<file path="src/rcd_regs.svh">
// register map, field positions, reset values and timing counts
`ifndef RCD_REGS_SVH
`define RCD_REGS_SVH
// ==========================
// register offsets
`define RCD_OFF_CAUSE      8'h00
`define RCD_OFF_EVT        8'h04
`define RCD_OFF_MASK       8'h08
`define RCD_OFF_SEQ        8'h0C
// ==========================
// reset_cause_status fields
`define RCD_B_TRAP         15
`define RCD_B_ILLOP        14
`define RCD_B_CFGMIS       9
`define RCD_B_PMSLP        8
`define RCD_B_EXTR         7
`define RCD_B_SWR          6
`define RCD_B_WDSOFT       5
`define RCD_B_WDTO         4
`define RCD_B_SLEEP        3
`define RCD_B_IDLE         2
`define RCD_B_BOR          1
`define RCD_B_POR          0
`define RCD_CAUSE_WMASK    16'hC3FF
`define RCD_CAUSE_RST      16'h0003
// ==========================
// event bits
`define RCD_EV_START       0
`define RCD_EV_SYSREL      1
`define RCD_EV_CLKREL      2
`define RCD_EV_RST         3'h0
`define RCD_MASK_RST       3'h0
// ==========================
// timing
`define RCD_CLK_NS         10
`define RCD_POR_NS         10000
`define RCD_PWRT_NS        64000000
`define RCD_RST_NS         10000
`define RCD_FRC_NS         15000
`define RCD_LPRC_NS        50000
`define RCD_LOCK_NS        200000
`define RCD_POR_CYC        (`RCD_POR_NS / `RCD_CLK_NS)
`define RCD_PWRT_CYC       (`RCD_PWRT_NS / `RCD_CLK_NS)
`define RCD_RST_CYC        (`RCD_RST_NS / `RCD_CLK_NS)
`define RCD_FRC_CYC        (`RCD_FRC_NS / `RCD_CLK_NS)
`define RCD_LPRC_CYC       (`RCD_LPRC_NS / `RCD_CLK_NS)
`define RCD_LOCK_CYC       (`RCD_LOCK_NS / `RCD_CLK_NS)
`define RCD_OST_LAST       10'h3FF
`define RCD_RESP_OK        2'h0
`define RCD_RESP_ERR       2'h2
`endif

</file>
<file path="src/rcd_pkg.sv">
// types of the reset cause and delay block
package rcd_pkg;
   typedef enum logic [3:0] {
      RCD_EC, RCD_FRC, RCD_FRCDIV, RCD_LPRC, RCD_ECPLL, RCD_FRCPLL,
      RCD_XT, RCD_HS, RCD_SOSC, RCD_XTPLL, RCD_HSPLL
   } rcd_clk_src_e;
   typedef enum logic [2:0] {
      RCD_ST_POR, RCD_ST_PWRT, RCD_ST_RST, RCD_ST_FRC,
      RCD_ST_LPRC, RCD_ST_OST, RCD_ST_LOCK, RCD_ST_RUN
   } rcd_state_e;
   typedef struct packed {
      logic        awvalid;
      logic [7:0]  awaddr;
      logic        wvalid;
      logic [31:0] wdata;
      logic [3:0]  wstrb;
      logic        bready;
      logic        arvalid;
      logic [7:0]  araddr;
      logic        rready;
   } rcd_axil_req_s;
   typedef struct packed {
      logic        awready;
      logic        wready;
      logic        bvalid;
      logic [1:0]  bresp;
      logic        arready;
      logic        rvalid;
      logic [31:0] rdata;
      logic [1:0]  rresp;
   } rcd_axil_rsp_s;
endpackage

</file>
<file path="src/rcd_reset_cause.sv">
// reset cause recording and reset release sequencer with axi4-lite registers
// Function
// - power-on holds reset for power-on delay, power-up timer, then state reset timer
// - power-up timer is 64 ms when the regulator enable pin is low
// - crystal and secondary sources wait 1024 oscillator periods on a 10-bit counter, but crystal pll sources after brown-out wait the fast rc time
// - two-speed start-up runs fast rc first and applies its start-up delay
// - pll sources add the pll lock time before the clock is delivered, except with two-speed start-up, which skips it
// - fast rc source, or low-power rc source without two-speed start-up, adds its start-up time
// - other reset types wait only the state reset timer, no clock delay
// - idle-wake flag is set after idle mode or by a software write and stays clear otherwise
// - watchdog soft enable bit turns the watchdog on and off; wdt_forced_on keeps it on
//
// Added by the designer: the AXI4-Lite interface to the registers and the register addresses.
`timescale 1ns/1ps
`default_nettype none
`include "rcd_regs.svh"
module rcd_reset_cause #(
   parameter int unsigned POR_CYC  = `RCD_POR_CYC,
   parameter int unsigned PWRT_CYC = `RCD_PWRT_CYC,
   parameter int unsigned RST_CYC  = `RCD_RST_CYC,
   parameter int unsigned FRC_CYC  = `RCD_FRC_CYC,
   parameter int unsigned LPRC_CYC = `RCD_LPRC_CYC,
   parameter int unsigned LOCK_CYC = `RCD_LOCK_CYC
) (
   input  wire logic                  aclk,
   input  wire logic                  aresetn,
   input  wire rcd_pkg::rcd_axil_req_s s_axi_req,
   output var  rcd_pkg::rcd_axil_rsp_s s_axi_rsp,
   input  wire logic                  power_on_event,
   input  wire logic                  brownout_reset_event,
   input  wire logic                  ext_reset_event,
   input  wire logic                  soft_reset_event,
   input  wire logic                  wdt_timeout_event,
   input  wire logic                  trap_reset_event,
   input  wire logic                  illegal_op_event,
   input  wire logic                  cfg_mismatch_event,
   input  wire logic                  sleep_entry,
   input  wire logic                  idle_entry,
   input  wire logic                  regulator_enable_pin,
   input  wire logic                  two_speed_en,
   input  wire rcd_pkg::rcd_clk_src_e  clk_source,
   input  wire logic                  osc_tick,
   input  wire logic                  wdt_forced_on,
   output var  logic                  system_reset_signal,
   output var  logic                  sys_clk_enable,
   output var  logic                  watchdog_enable,
   output var  logic                  irq
);
   import rcd_pkg::*;

   // ==========================
   // sequencer state
   rcd_state_e    state_q, state_d;
   logic [31:0]   cnt_q;
   logic [9:0]    ost_q;
   logic          full_q;
   logic          bor_q;
   rcd_clk_src_e  src_q;
   logic          two_q;
   logic [15:0]   cause_q, cause_d;
   logic [2:0]    evt_q, evt_d;
   logic [2:0]    mask_q;
   rcd_axil_rsp_s rsp_q;
   logic          aw_full_q, w_full_q;
   logic [7:0]    aw_addr_q, ar_addr_q;
   logic [31:0]   w_data_q;
   logic [3:0]    w_strb_q;
   logic          ar_full_q;
   logic          system_reset_signal_q, clken_q, wden_q, irq_q;

   // ==========================
   // reset kind decode
   wire any_other = ext_reset_event | soft_reset_event | wdt_timeout_event
                  | trap_reset_event | illegal_op_event | cfg_mismatch_event;
   wire start_por = power_on_event;
   wire start_bor = ~power_on_event & brownout_reset_event;
   wire start_oth = ~power_on_event & ~brownout_reset_event & any_other;
   wire start_any = start_por | start_bor | start_oth;
   wire [2:0] pwrt_first = regulator_enable_pin ? RCD_ST_RST : RCD_ST_PWRT;

   // ==========================
   // clock delay selection
   wire src_frc  = src_q == RCD_FRC || src_q == RCD_FRCDIV || src_q == RCD_FRCPLL;
   wire src_xpll = src_q == RCD_XTPLL || src_q == RCD_HSPLL;
   wire src_pll  = src_xpll || src_q == RCD_ECPLL || src_q == RCD_FRCPLL;
   wire src_osc  = src_q == RCD_XT || src_q == RCD_HS || src_q == RCD_SOSC;
   wire need_frc  = two_q | src_frc | (bor_q & src_xpll);
   wire need_lprc = ~two_q & (src_q == RCD_LPRC);
   wire need_ost  = ~two_q & (src_osc | (~bor_q & src_xpll));
   wire need_lock = ~two_q & src_pll;
   wire [2:0] after_rst  = ~full_q   ? RCD_ST_RUN :
                           need_frc  ? RCD_ST_FRC :
                           need_lprc ? RCD_ST_LPRC :
                           need_ost  ? RCD_ST_OST :
                           need_lock ? RCD_ST_LOCK : RCD_ST_RUN;
   wire [2:0] after_clk  = need_lock ? RCD_ST_LOCK : RCD_ST_RUN;
   wire ost_done = osc_tick && ost_q == `RCD_OST_LAST;
   wire cnt_done = cnt_q == 32'h0;

   // ==========================
   // phase timer load values
   function automatic logic [31:0] load_for(rcd_state_e s);
      case (s)
         RCD_ST_POR:  load_for = 32'(POR_CYC - 1);
         RCD_ST_PWRT: load_for = 32'(PWRT_CYC - 1);
         RCD_ST_RST:  load_for = 32'(RST_CYC - 1);
         RCD_ST_FRC:  load_for = 32'(FRC_CYC - 1);
         RCD_ST_LPRC: load_for = 32'(LPRC_CYC - 1);
         RCD_ST_LOCK: load_for = 32'(LOCK_CYC - 1);
         default:     load_for = 32'h0;
      endcase
   endfunction

   // ==========================
   // next phase
   always_comb begin
      state_d = state_q;
      if (start_por) begin
         state_d = RCD_ST_POR;
      end else if (start_bor) begin
         state_d = rcd_state_e'(pwrt_first);
      end else if (start_oth) begin
         state_d = RCD_ST_RST;
      end else begin
         case (state_q)
            RCD_ST_POR:  if (cnt_done) state_d = rcd_state_e'(pwrt_first);
            RCD_ST_PWRT: if (cnt_done) state_d = RCD_ST_RST;
            RCD_ST_RST:  if (cnt_done) state_d = rcd_state_e'(after_rst);
            RCD_ST_FRC:  if (cnt_done) state_d = rcd_state_e'(after_clk);
            RCD_ST_LPRC: if (cnt_done) state_d = rcd_state_e'(after_clk);
            RCD_ST_OST:  if (ost_done) state_d = rcd_state_e'(after_clk);
            RCD_ST_LOCK: if (cnt_done) state_d = RCD_ST_RUN;
            RCD_ST_RUN:  state_d = RCD_ST_RUN;
            default:     state_d = RCD_ST_RUN;
         endcase
      end
   end

   // ==========================
   // phase registers
   wire moving  = start_any || state_d != state_q;
   wire hold_d  = state_d == RCD_ST_POR || state_d == RCD_ST_PWRT || state_d == RCD_ST_RST;
   wire run_d   = state_d == RCD_ST_RUN;

   always_ff @(posedge aclk) begin
      if (!aresetn) begin
         state_q <= RCD_ST_POR;
         cnt_q   <= 32'(POR_CYC - 1);
         ost_q   <= 10'h000;
         full_q  <= 1'b1;
         bor_q   <= 1'b0;
      end else begin
         state_q <= state_d;
         cnt_q   <= moving ? load_for(state_d) : (cnt_done ? cnt_q : cnt_q - 32'h1);
         ost_q   <= moving ? 10'h000 : (osc_tick ? ost_q + 10'h001 : ost_q);
         if (start_any) begin
            full_q <= start_por | start_bor;
            bor_q  <= start_bor;
         end
      end
   end

   always_ff @(posedge aclk) begin
      if (!aresetn) begin
         src_q <= RCD_EC;
         two_q <= 1'b0;
      end else if (hold_d) begin
         src_q <= clk_source;
         two_q <= two_speed_en;
      end
   end

   // ==========================
   // axi4-lite write path
   wire aw_take  = s_axi_req.awvalid & rsp_q.awready;
   wire w_take   = s_axi_req.wvalid & rsp_q.wready;
   wire wr_fire  = aw_full_q & w_full_q & ~rsp_q.bvalid;
   wire b_done   = rsp_q.bvalid & s_axi_req.bready;
   wire aw_hit   = aw_addr_q == `RCD_OFF_CAUSE || aw_addr_q == `RCD_OFF_EVT
                || aw_addr_q == `RCD_OFF_MASK  || aw_addr_q == `RCD_OFF_SEQ;
   wire [15:0] be16 = {{8{w_strb_q[1]}}, {8{w_strb_q[0]}}};
   wire cause_wr = wr_fire && aw_addr_q == `RCD_OFF_CAUSE;
   wire mask_wr  = wr_fire && aw_addr_q == `RCD_OFF_MASK && w_strb_q[0];
   wire [15:0] cw_mask = be16 & `RCD_CAUSE_WMASK;
   wire aw_full_d = (aw_full_q & ~wr_fire) | aw_take;
   wire w_full_d  = (w_full_q & ~wr_fire) | w_take;
   wire bvalid_d  = (rsp_q.bvalid & ~b_done) | wr_fire;

   // ==========================
   // axi4-lite read path
   wire ar_take  = s_axi_req.arvalid & rsp_q.arready;
   wire rd_fire  = ar_full_q & ~rsp_q.rvalid;
   wire r_done   = rsp_q.rvalid & s_axi_req.rready;
   wire ar_full_d = (ar_full_q & ~rd_fire) | ar_take;
   wire rvalid_d  = (rsp_q.rvalid & ~r_done) | rd_fire;
   wire rd_cause = ar_addr_q == `RCD_OFF_CAUSE;
   wire rd_evt   = ar_addr_q == `RCD_OFF_EVT;
   wire rd_mask  = ar_addr_q == `RCD_OFF_MASK;
   wire rd_seq   = ar_addr_q == `RCD_OFF_SEQ;
   wire rd_hit   = rd_cause | rd_evt | rd_mask | rd_seq;
   wire [31:0] rd_mux = rd_cause ? {16'h0000, cause_q} :
                        rd_evt   ? {29'h0, evt_q} :
                        rd_mask  ? {29'h0, mask_q} :
                        rd_seq   ? {26'h0, clken_q, system_reset_signal_q, 1'b0, state_q} : 32'h0;

   always_ff @(posedge aclk) begin
      if (!aresetn) begin
         aw_full_q <= 1'b0;
         w_full_q  <= 1'b0;
         ar_full_q <= 1'b0;
         aw_addr_q <= 8'h00;
         ar_addr_q <= 8'h00;
         w_data_q  <= 32'h0;
         w_strb_q  <= 4'h0;
         rsp_q     <= '0;
      end else begin
         aw_full_q     <= aw_full_d;
         w_full_q      <= w_full_d;
         ar_full_q     <= ar_full_d;
         if (aw_take) aw_addr_q <= {s_axi_req.awaddr[7:2], 2'b00};
         if (w_take) begin
            w_data_q <= s_axi_req.wdata;
            w_strb_q <= s_axi_req.wstrb;
         end
         if (ar_take) ar_addr_q <= {s_axi_req.araddr[7:2], 2'b00};
         rsp_q.awready <= ~aw_full_d & ~bvalid_d;
         rsp_q.wready  <= ~w_full_d & ~bvalid_d;
         rsp_q.bvalid  <= bvalid_d;
         if (wr_fire) rsp_q.bresp <= aw_hit ? `RCD_RESP_OK : `RCD_RESP_ERR;
         rsp_q.arready <= ~ar_full_d & ~rvalid_d;
         rsp_q.rvalid  <= rvalid_d;
         if (rd_fire) begin
            rsp_q.rdata <= rd_mux;
            rsp_q.rresp <= rd_hit ? `RCD_RESP_OK : `RCD_RESP_ERR;
         end
      end
   end

   // ==========================
   // cause flags: hardware set wins over software clear
   logic [15:0] hw_set;
   always_comb begin
      hw_set                = 16'h0000;
      hw_set[`RCD_B_POR]    = start_por;
      hw_set[`RCD_B_BOR]    = start_por | brownout_reset_event;
      hw_set[`RCD_B_EXTR]   = ext_reset_event;
      hw_set[`RCD_B_SWR]    = soft_reset_event;
      hw_set[`RCD_B_WDTO]   = wdt_timeout_event;
      hw_set[`RCD_B_TRAP]   = trap_reset_event;
      hw_set[`RCD_B_ILLOP]  = illegal_op_event;
      hw_set[`RCD_B_CFGMIS] = cfg_mismatch_event;
      hw_set[`RCD_B_SLEEP]  = sleep_entry;
      hw_set[`RCD_B_IDLE]   = idle_entry;
      cause_d = cause_q;
      if (cause_wr) begin
         cause_d = (cause_q & ~cw_mask) | (w_data_q[15:0] & cw_mask);
      end
      cause_d = cause_d | hw_set;
   end

   // ==========================
   // event status, mask and interrupt
   wire [2:0] ev_set = {clken_q == 1'b0 && run_d,
                        system_reset_signal_q && !hold_d,
                        start_any};
   always_comb begin
      evt_d = evt_q;
      if (rd_fire && rd_evt) begin
         evt_d = 3'h0;
      end
      evt_d = evt_d | ev_set;
   end

   always_ff @(posedge aclk) begin
      if (!aresetn) begin
         cause_q  <= `RCD_CAUSE_RST;
         evt_q    <= `RCD_EV_RST;
         mask_q   <= `RCD_MASK_RST;
         system_reset_signal_q <= 1'b1;
         clken_q  <= 1'b0;
         wden_q   <= 1'b0;
         irq_q    <= 1'b0;
      end else begin
         cause_q  <= cause_d;
         evt_q    <= evt_d;
         if (mask_wr) mask_q <= w_data_q[2:0];
         system_reset_signal_q <= hold_d;
         clken_q  <= run_d;
         wden_q   <= cause_d[`RCD_B_WDSOFT] | wdt_forced_on;
         irq_q    <= |(evt_d & mask_q);
      end
   end

   // ==========================
   // outputs straight from flops
   assign s_axi_rsp           = rsp_q;
   assign system_reset_signal = system_reset_signal_q;
   assign sys_clk_enable      = clken_q;
   assign watchdog_enable     = wden_q;
   assign irq                 = irq_q;

endmodule
`default_nettype wire

</file>
<file path="config.mk">
export PLATFORM = sky130hd
export DESIGN_NAME = rcd_reset_cause
export DESIGN_NICKNAME = d
export VERILOG_FILES = /design/src/rcd_pkg.sv /design/src/rcd_reset_cause.sv
export VERILOG_INCLUDE_DIRS = /design/src
export SDC_FILE = /design/constraint.sdc
export NUM_CORES = 1
export LEC_CHECK = 0
export BUFFER_PORTS_ARGS = -buffer_cell sky130_fd_sc_hd__buf_4
export CORE_MARGIN = 3
export CORE_UTILIZATION = 49
export CTS_BUF_LIST = sky130_fd_sc_hd__clkbuf_16
export CTS_CLUSTER_SIZE = 40
export DETAILED_ROUTE_END_ITERATION = 8
export GPL_ROUTABILITY_DRIVEN = 0
export GPL_TIMING_DRIVEN = 0
export PLACE_DENSITY = 0.76
export SETUP_SLACK_MARGIN = 0.1
export SYNTH_ARGS = -nofsm -noshare
export SYNTH_HDL_FRONTEND = slang
export SYNTH_SLANG_ARGS = --single-unit
</file>
<file path="constraint.sdc">
create_clock -name aclk -period 3.5 [get_ports aclk]
set_input_delay 0.7 -clock aclk [delete_from_list [all_inputs] [get_ports aclk]]
set_output_delay 0.7 -clock aclk [all_outputs]
set_load 0.005 [all_outputs]
</file>
==> results of run 1 <==
## repair_timing
item                       in CTS  in global routing
resized for setup              21                 21
cloned                          0                  2
setup endpoints to repair      50                 50
buffers inserted                4                  5
pin swaps                       5                  2
## cells by family after synthesis
| group | after synthesis |
|---|---|
| AOI/OAI and AO/OA | 150 |
| xor gates and xnor gates | 35 |
| adders and majority gates | 3 |
| buffers and inverters | 75 |
| DFF | 122 |
| muxes | 21 |
| other | 1 |
| and+or+nand+nor | 268 |
## worst paths after layout
path	to	depth (start not counted)	from
setup / recovery	cnt_q[14]$_SDFFE_PN0P_	9	cnt_q[18]$_SDFFE_PN0P_
hold reg to reg	s_axi_rsp[40]$_SDFF_PN0_	1	aw_full_q$_SDFF_PN0_
hold / removal	s_axi_rsp[40]$_SDFF_PN0_	1	aw_full_q$_SDFF_PN0_
setup reg to reg	cnt_q[14]$_SDFFE_PN0P_	9	cnt_q[18]$_SDFFE_PN0P_
## stage by stage
stage	util	setup WS [ns]	area, µm²
floorplan	-	0.218	5780
global placement	0.583	-0.534	6480
detailed placement	0.583	-0.563	6480
CTS	0.649	0.123	7220
global route	0.662	0.0345	7370
finish	0.662	0.0989	7370
## cell usage in the layout (no fill, tap or decap), types with 20 or more instances in the layout
cell type and count:
dfxtp_1 119, nand3_1 34, inv_1 21, conb_1 22, buf_4 102, clkbuf_1 24, a21oi_1 63, nand2_1 75
nor2_1 66, xor2_1 20
## sequential cells by signal, summed over array words and instances, names as in the netlist, 2 cells and up, named ones only
name	cells
state_q	3
s_axi_rsp	19
w_data_q	12
evt_q	3
src_q	4
ar_addr_q	6
aw_addr_q	6
mask_q	3
cause_q	11
cnt_q	32
ost_q	10
w_strb_q	2
## report_power, final
group | leakage, nW | total, mW | internal (mW) | switching, mW
registers | 0.995 | 1.46 | 1.43 | 0.0328
logic | 1.70 | 0.261 | 0.123 | 0.137
clock network | 0.292 | 1.85 | 1.19 | 0.664
## per-layer routing
layer,up-vias,wire (µm),track usage
met3,27,1130,0.0573
met1,2595,6710,0.306
li1,2595,-,-
met4,0,231,0.0784
met5,-,0,0
met2,214,7410,0.393
## critical path, cell delays in order (launching register included)
cell	delay [ns]
dfxtp_4	0.35
or4_4	0.55
or4_4	0.58
or3_4	0.36
buf_8	0.13
o31a_1	0.25
a311o_1	0.37
and2_4	0.20
a2111o_1	0.45
o31ai_1	0.08
## final cells by class
type | instances | area, µm² | share of cell area
multi-input cells | 499 | 3090 | 0.419
flip-flops and latches | 122 | 2450 | 0.332
repair buffers | 81 | 623 | 0.0846
clock buffers | 17 | 425 | 0.0577
plain buffers | 54 | 330 | 0.0448
clock inverters | 13 | 195 | 0.0265
well taps | 140 | 175 | 0.0238
inverters | 21 | 78.8 | 0.0107
==> metrics.txt, run 1 <==
leakage power=2.99 nW; P per Cell Area=486 nW/µm²; Arrival @ worst endpoint=3.73 ns; Tcrit/Tclk final=0.972; Critical Path End Type=register; post-layout min period=3.40 ns; clk slew on worst S/H paths=0.06 ns; Yosys top cell area share=0.428; worst hold margin=0.435 ns; total track usage=0.237; Setup Skew=0.00741 ns; main combinational cell family by area after synthesis=simple AND/OR/NAND/NOR gates; Wirelength per Cell=16.3 µm; vias in the first global route=5157; Die Wd=114 µm; 1st-iter DRT viols=381; Pre-Repair DR Iteration Count=5; Clock Path Buffers=2; Crit Path Category=register to register; xor/xnor share of the synthesized area=0.0538; status=finished clean; largest cells by area after synthesis=dfxtp_1, a21oi_1, nand2_1, nor2_1, buf_4; Die ar.=13000 µm²; TritonCTS buffer count=17; synthesized area=5700 µm²; Site Rows=38; P&R area growth vs syn=29.2%; Slew headroom=0.331; HPWL after DPL=10.6 mm; Max-Cap Viols=0; first-pass GRT wire length=24.9 mm; max-slew violation count=0; #FFs+latches synth=122; unrepaired setup endpoints after global routing=true; setup_tns=0 ns; largest net degree at the start of global routing=17; routed wire length=15.5 mm; endpoints failing setup=0; synth cell count leaders=dfxtp_1, nand2_1, a21oi_1, nor2_1, nand3_1; global route total overflow=0; R2R Setup Slk=0.1 ns; area leader, netlist=dfxtp_1; Async S/R FF share, synth=0; most frequent cell after synthesis=dfxtp_1; worst min path class=register to register; fraction of the mapped netlist area in compound gates=0.169; overall power=3.58 mW; # diodes=0; FMAX=294 MHz; Port Buf Inserts=70; remaining antenna violation count=0; Gate Count Post-Synth=675; Final Hold Viols=0; I/O pin cnt=122; Filler Cell Count=906; TritonCTS clock tree=built; share of post-route cells with drive strength above 1=0.222; Core ar.=11100 µm²; Die Ht=114 µm; Finished Layout Cells=947; fin nets=875; H-Tree Depth=4; via count=5431; Worst Path Required=3.83 ns; YS warnings=0; startpoint types=register; adder-cell share of the synthesized area=0.00614; worst skew pair latency=0.42 ns; vias per cell=5.73; Seq/Total Area, Yosys=0.428; Least-Margin Pin Slew=0.994 ns; worst-path maximum fanout=5; top_reg_cell synth=dfxtp_1; simple logic cell fraction of the synthesized area=0.232; initial antenna violation count=0; Avg Cell Area, Syn=8.45 µm²; Initial Utilization=0.512; post-synthesis mux area share=0.0437; Yosys cell types=67; hold_buf cts=0; CTS Sinks=122; DP Cell Count=906; CTS Root Cell=clkbuf_16; maximum vdd drop=0.000260 V; DRC Markers=0; number of enable flip-flop cells after synthesis=0
Note: power is estimated with default switching activity, not from simulation.
==> run 2: changes to the inputs <==
- ABC_AREA: default -> 1
- CORE_UTILIZATION: 49 -> 50
- GPL_ROUTABILITY_DRIVEN: 0 -> default
- PLACE_DENSITY: 0.76 -> 0.77
==> metrics.txt, run 2 <==
post-CTS setup buffer count=0 (-4); Die Wd=116 µm (+1.7%); routed wire length=14.6 mm (-6.0%); TritonCTS buffer count=17 (unchanged); worst skew pair latency=0.42 ns (about the same); Pre-Repair DR Iteration Count=5 (unchanged); Setup Skew=0.0105 ns (+0.00312 ns); Clock Path Buffers=2 (unchanged); share of post-route cells with drive strength above 1=0.191 (-0.0303); post-route setup slack=0.669 ns (+0.570 ns); H-Tree Depth=4 (unchanged); GPL Wtd Cong=0.919; top_reg_cell synth=dfxtp_1; TritonCTS clock tree=built; startpoint types=input port; remaining antenna violation count=0 (unchanged); Crit Path Category=input port to register; #FFs+latches synth=122 (unchanged); hold_buf cts=0 (unchanged); overall power=3.63 mW (+1.4%); YS warnings=0 (unchanged); Async S/R FF share, synth=0 (unchanged); I/O pin cnt=122 (unchanged); 1st-iter DRT viols=411 (+7.9%); maximum vdd drop=0.000373 V (+44%); unrepaired setup endpoints after global routing=false; Seq/Total Area, Yosys=0.405 (-0.0233); Finished Layout Cells=1104 (+17%); Core ar.=11600 µm² (+4.4%); FMAX=353 MHz (+20%); largest cells by area after synthesis=dfxtp_1, nand2_1, nor2_1, inv_1, o21ai_0; Gate Count Post-Synth=837 (+24%); initial antenna violation count=0 (unchanged); max reg flops=32 (unchanged); Arrival @ worst endpoint=3.11 ns (-0.62 ns); clk slew on worst S/H paths=0.05 ns (about the same); Critical Path End Type=register; post-cts sizing count=0 (-100%); # diodes=0 (unchanged); Final Hold Viols=0 (unchanged); Die ar.=13400 µm² (+3.4%); Worst Path Required=3.78 ns (-0.05 ns); Max-Cap Viols=0 (unchanged); fin nets=1027 (+17%); Yosys top cell area share=0.405 (-0.0233); worst hold margin=0.456 ns (+0.0209 ns); largest net degree at the start of global routing=17 (unchanged); worst-path maximum fanout=10 (+5); total track usage=0.227 (-0.0101); P per Cell Area=487 nW/µm² (+0.32%); Yosys cell types=49 (-27%); number of enable flip-flop cells after synthesis=0 (unchanged); Site Rows=39 (+2.6%); dpl ws=0.309 ns (+0.871 ns); P&R area growth vs syn=23.4%; vias per cell=5.06 (-12%); DP Cell Count=1072 (+18%); post-layout min period=2.83 ns (-0.570 ns); DRC Markers=0 (unchanged); first-pass GRT wire length=24.1 mm (-3.1%); Reg with most FFs=cnt_q; area leader, netlist=dfxtp_1; HPWL after DPL=10.7 mm (+0.43%); via count=5591 (+2.9%); CTS Sinks=122 (unchanged); most frequent cell after synthesis=nand2_1; synthesized area=6030 µm² (+5.7%); endpoints failing setup=0 (unchanged); Initial Utilization=0.519 (+0.00669); leakage power=3.37 nW (+13%); Final Cell Area=7440 µm² (+1.0%); Slew headroom=0.520 (+0.189); Avg Cell Area, Syn=7.20 µm² (-15%); Tcrit/Tclk final=0.809 (-0.163); placed inst area=6820 µm² (+5.2%); commonest non-fill, non-tap cells in the layout=nand2_1, dfxtp_1, nor2_1; Least-Margin Pin Slew=0.713 ns (-0.281 ns); Die Ht=116 µm (+1.7%); Wirelength per Cell=13.2 µm (-19%); Final Util=0.641 (-0.0212); Port Buf Inserts=71 (+1.4%); status=finished clean; vias in the first global route=5290 (+2.6%); max-slew violation count=0 (unchanged); setup_tns=0 ns (unchanged); global route total overflow=0 (unchanged); synth cell count leaders=nand2_1, dfxtp_1, nor2_1; CTS Root Cell=clkbuf_16; worst min path class=register to register; commonest non-fill, non-tap cell in the layout=nand2_1
==> run 2: final timing paths <==
path | slack (ns) | to | from | cells past startpoint
min reg2reg | 0.46 | w_data_q[15]$_SDFFE_PN0P_ | w_data_q[15]$_SDFFE_PN0P_ | 2
max | 0.67 | cnt_q[2]$_SDFFE_PN1P_ | wdt_timeout_event | 16
max reg2reg | 0.68 | cnt_q[2]$_SDFFE_PN1P_ | cnt_q[0]$_SDFFE_PN1P_ | 20
min | 0.46 | w_data_q[15]$_SDFFE_PN0P_ | w_data_q[15]$_SDFFE_PN0P_ | 2
==> run 2: area by class of cell <==
cell class / count / area (µm²)
timing repair buffer: 71 / 533
sequential: 122 / 2440
tap: 143 / 179
clock inverter: 15 / 198
multi-input combinational: 582 / 2980
inverter: 110 / 417
clock buffer: 17 / 425
fill: 1091 / 4170
buffer: 44 / 274
==> run 2: metal layers <==
layer  global-route usage  vias up  routed length [µm]
met2                0.375      183                6910
met3               0.0601       20                1000
met4               0.0905        0                 225
met1                0.284     2502                6410
met5                    0        -                   0
li1                     -     2886                   -
==> run 2: where the power goes <==
| part | switching [mW] | leakage [nW] | internal [mW] |
|---|---|---|---|
| Sequential | 0.0320 | 0.996 | 1.44 |
| Clock | 0.662 | 0.293 | 1.19 |
| Combinational | 0.170 | 2.08 | 0.129 |
| Total | 0.864 | 3.37 | 2.76 |
==> run 2: logic make-up (layout without fill, tap and decap cells) <==
family,count (synthesis),count (layout),share of synthesized area
xor gates and xnor gates,28,28,0.0407
buffers and inverters,154,257,0.115
other,1,22,0.000622
AOI/OAI and AO/OA,148,148,0.138
DFF,122,122,0.405
and+or+nand+nor,381,381,0.295
adders and majority gates,2,2,0.00415
muxes,1,1,0.00166
==> run 2: worst max-delay path, stage by stage <==
cell and delay (ns):
buf_4 0.12, nor4_1 0.52, nand2_1 0.17, nor2_1 0.42, inv_2 0.06, a21oi_2 0.12
nand2_2 0.09, nand2_4 0.12, nand2_1 0.08, nand2_2 0.09, nand2_4 0.10, inv_4 0.11
buf_4 0.19, nand2_1 0.09, nand2_1 0.07, nand2_1 0.04
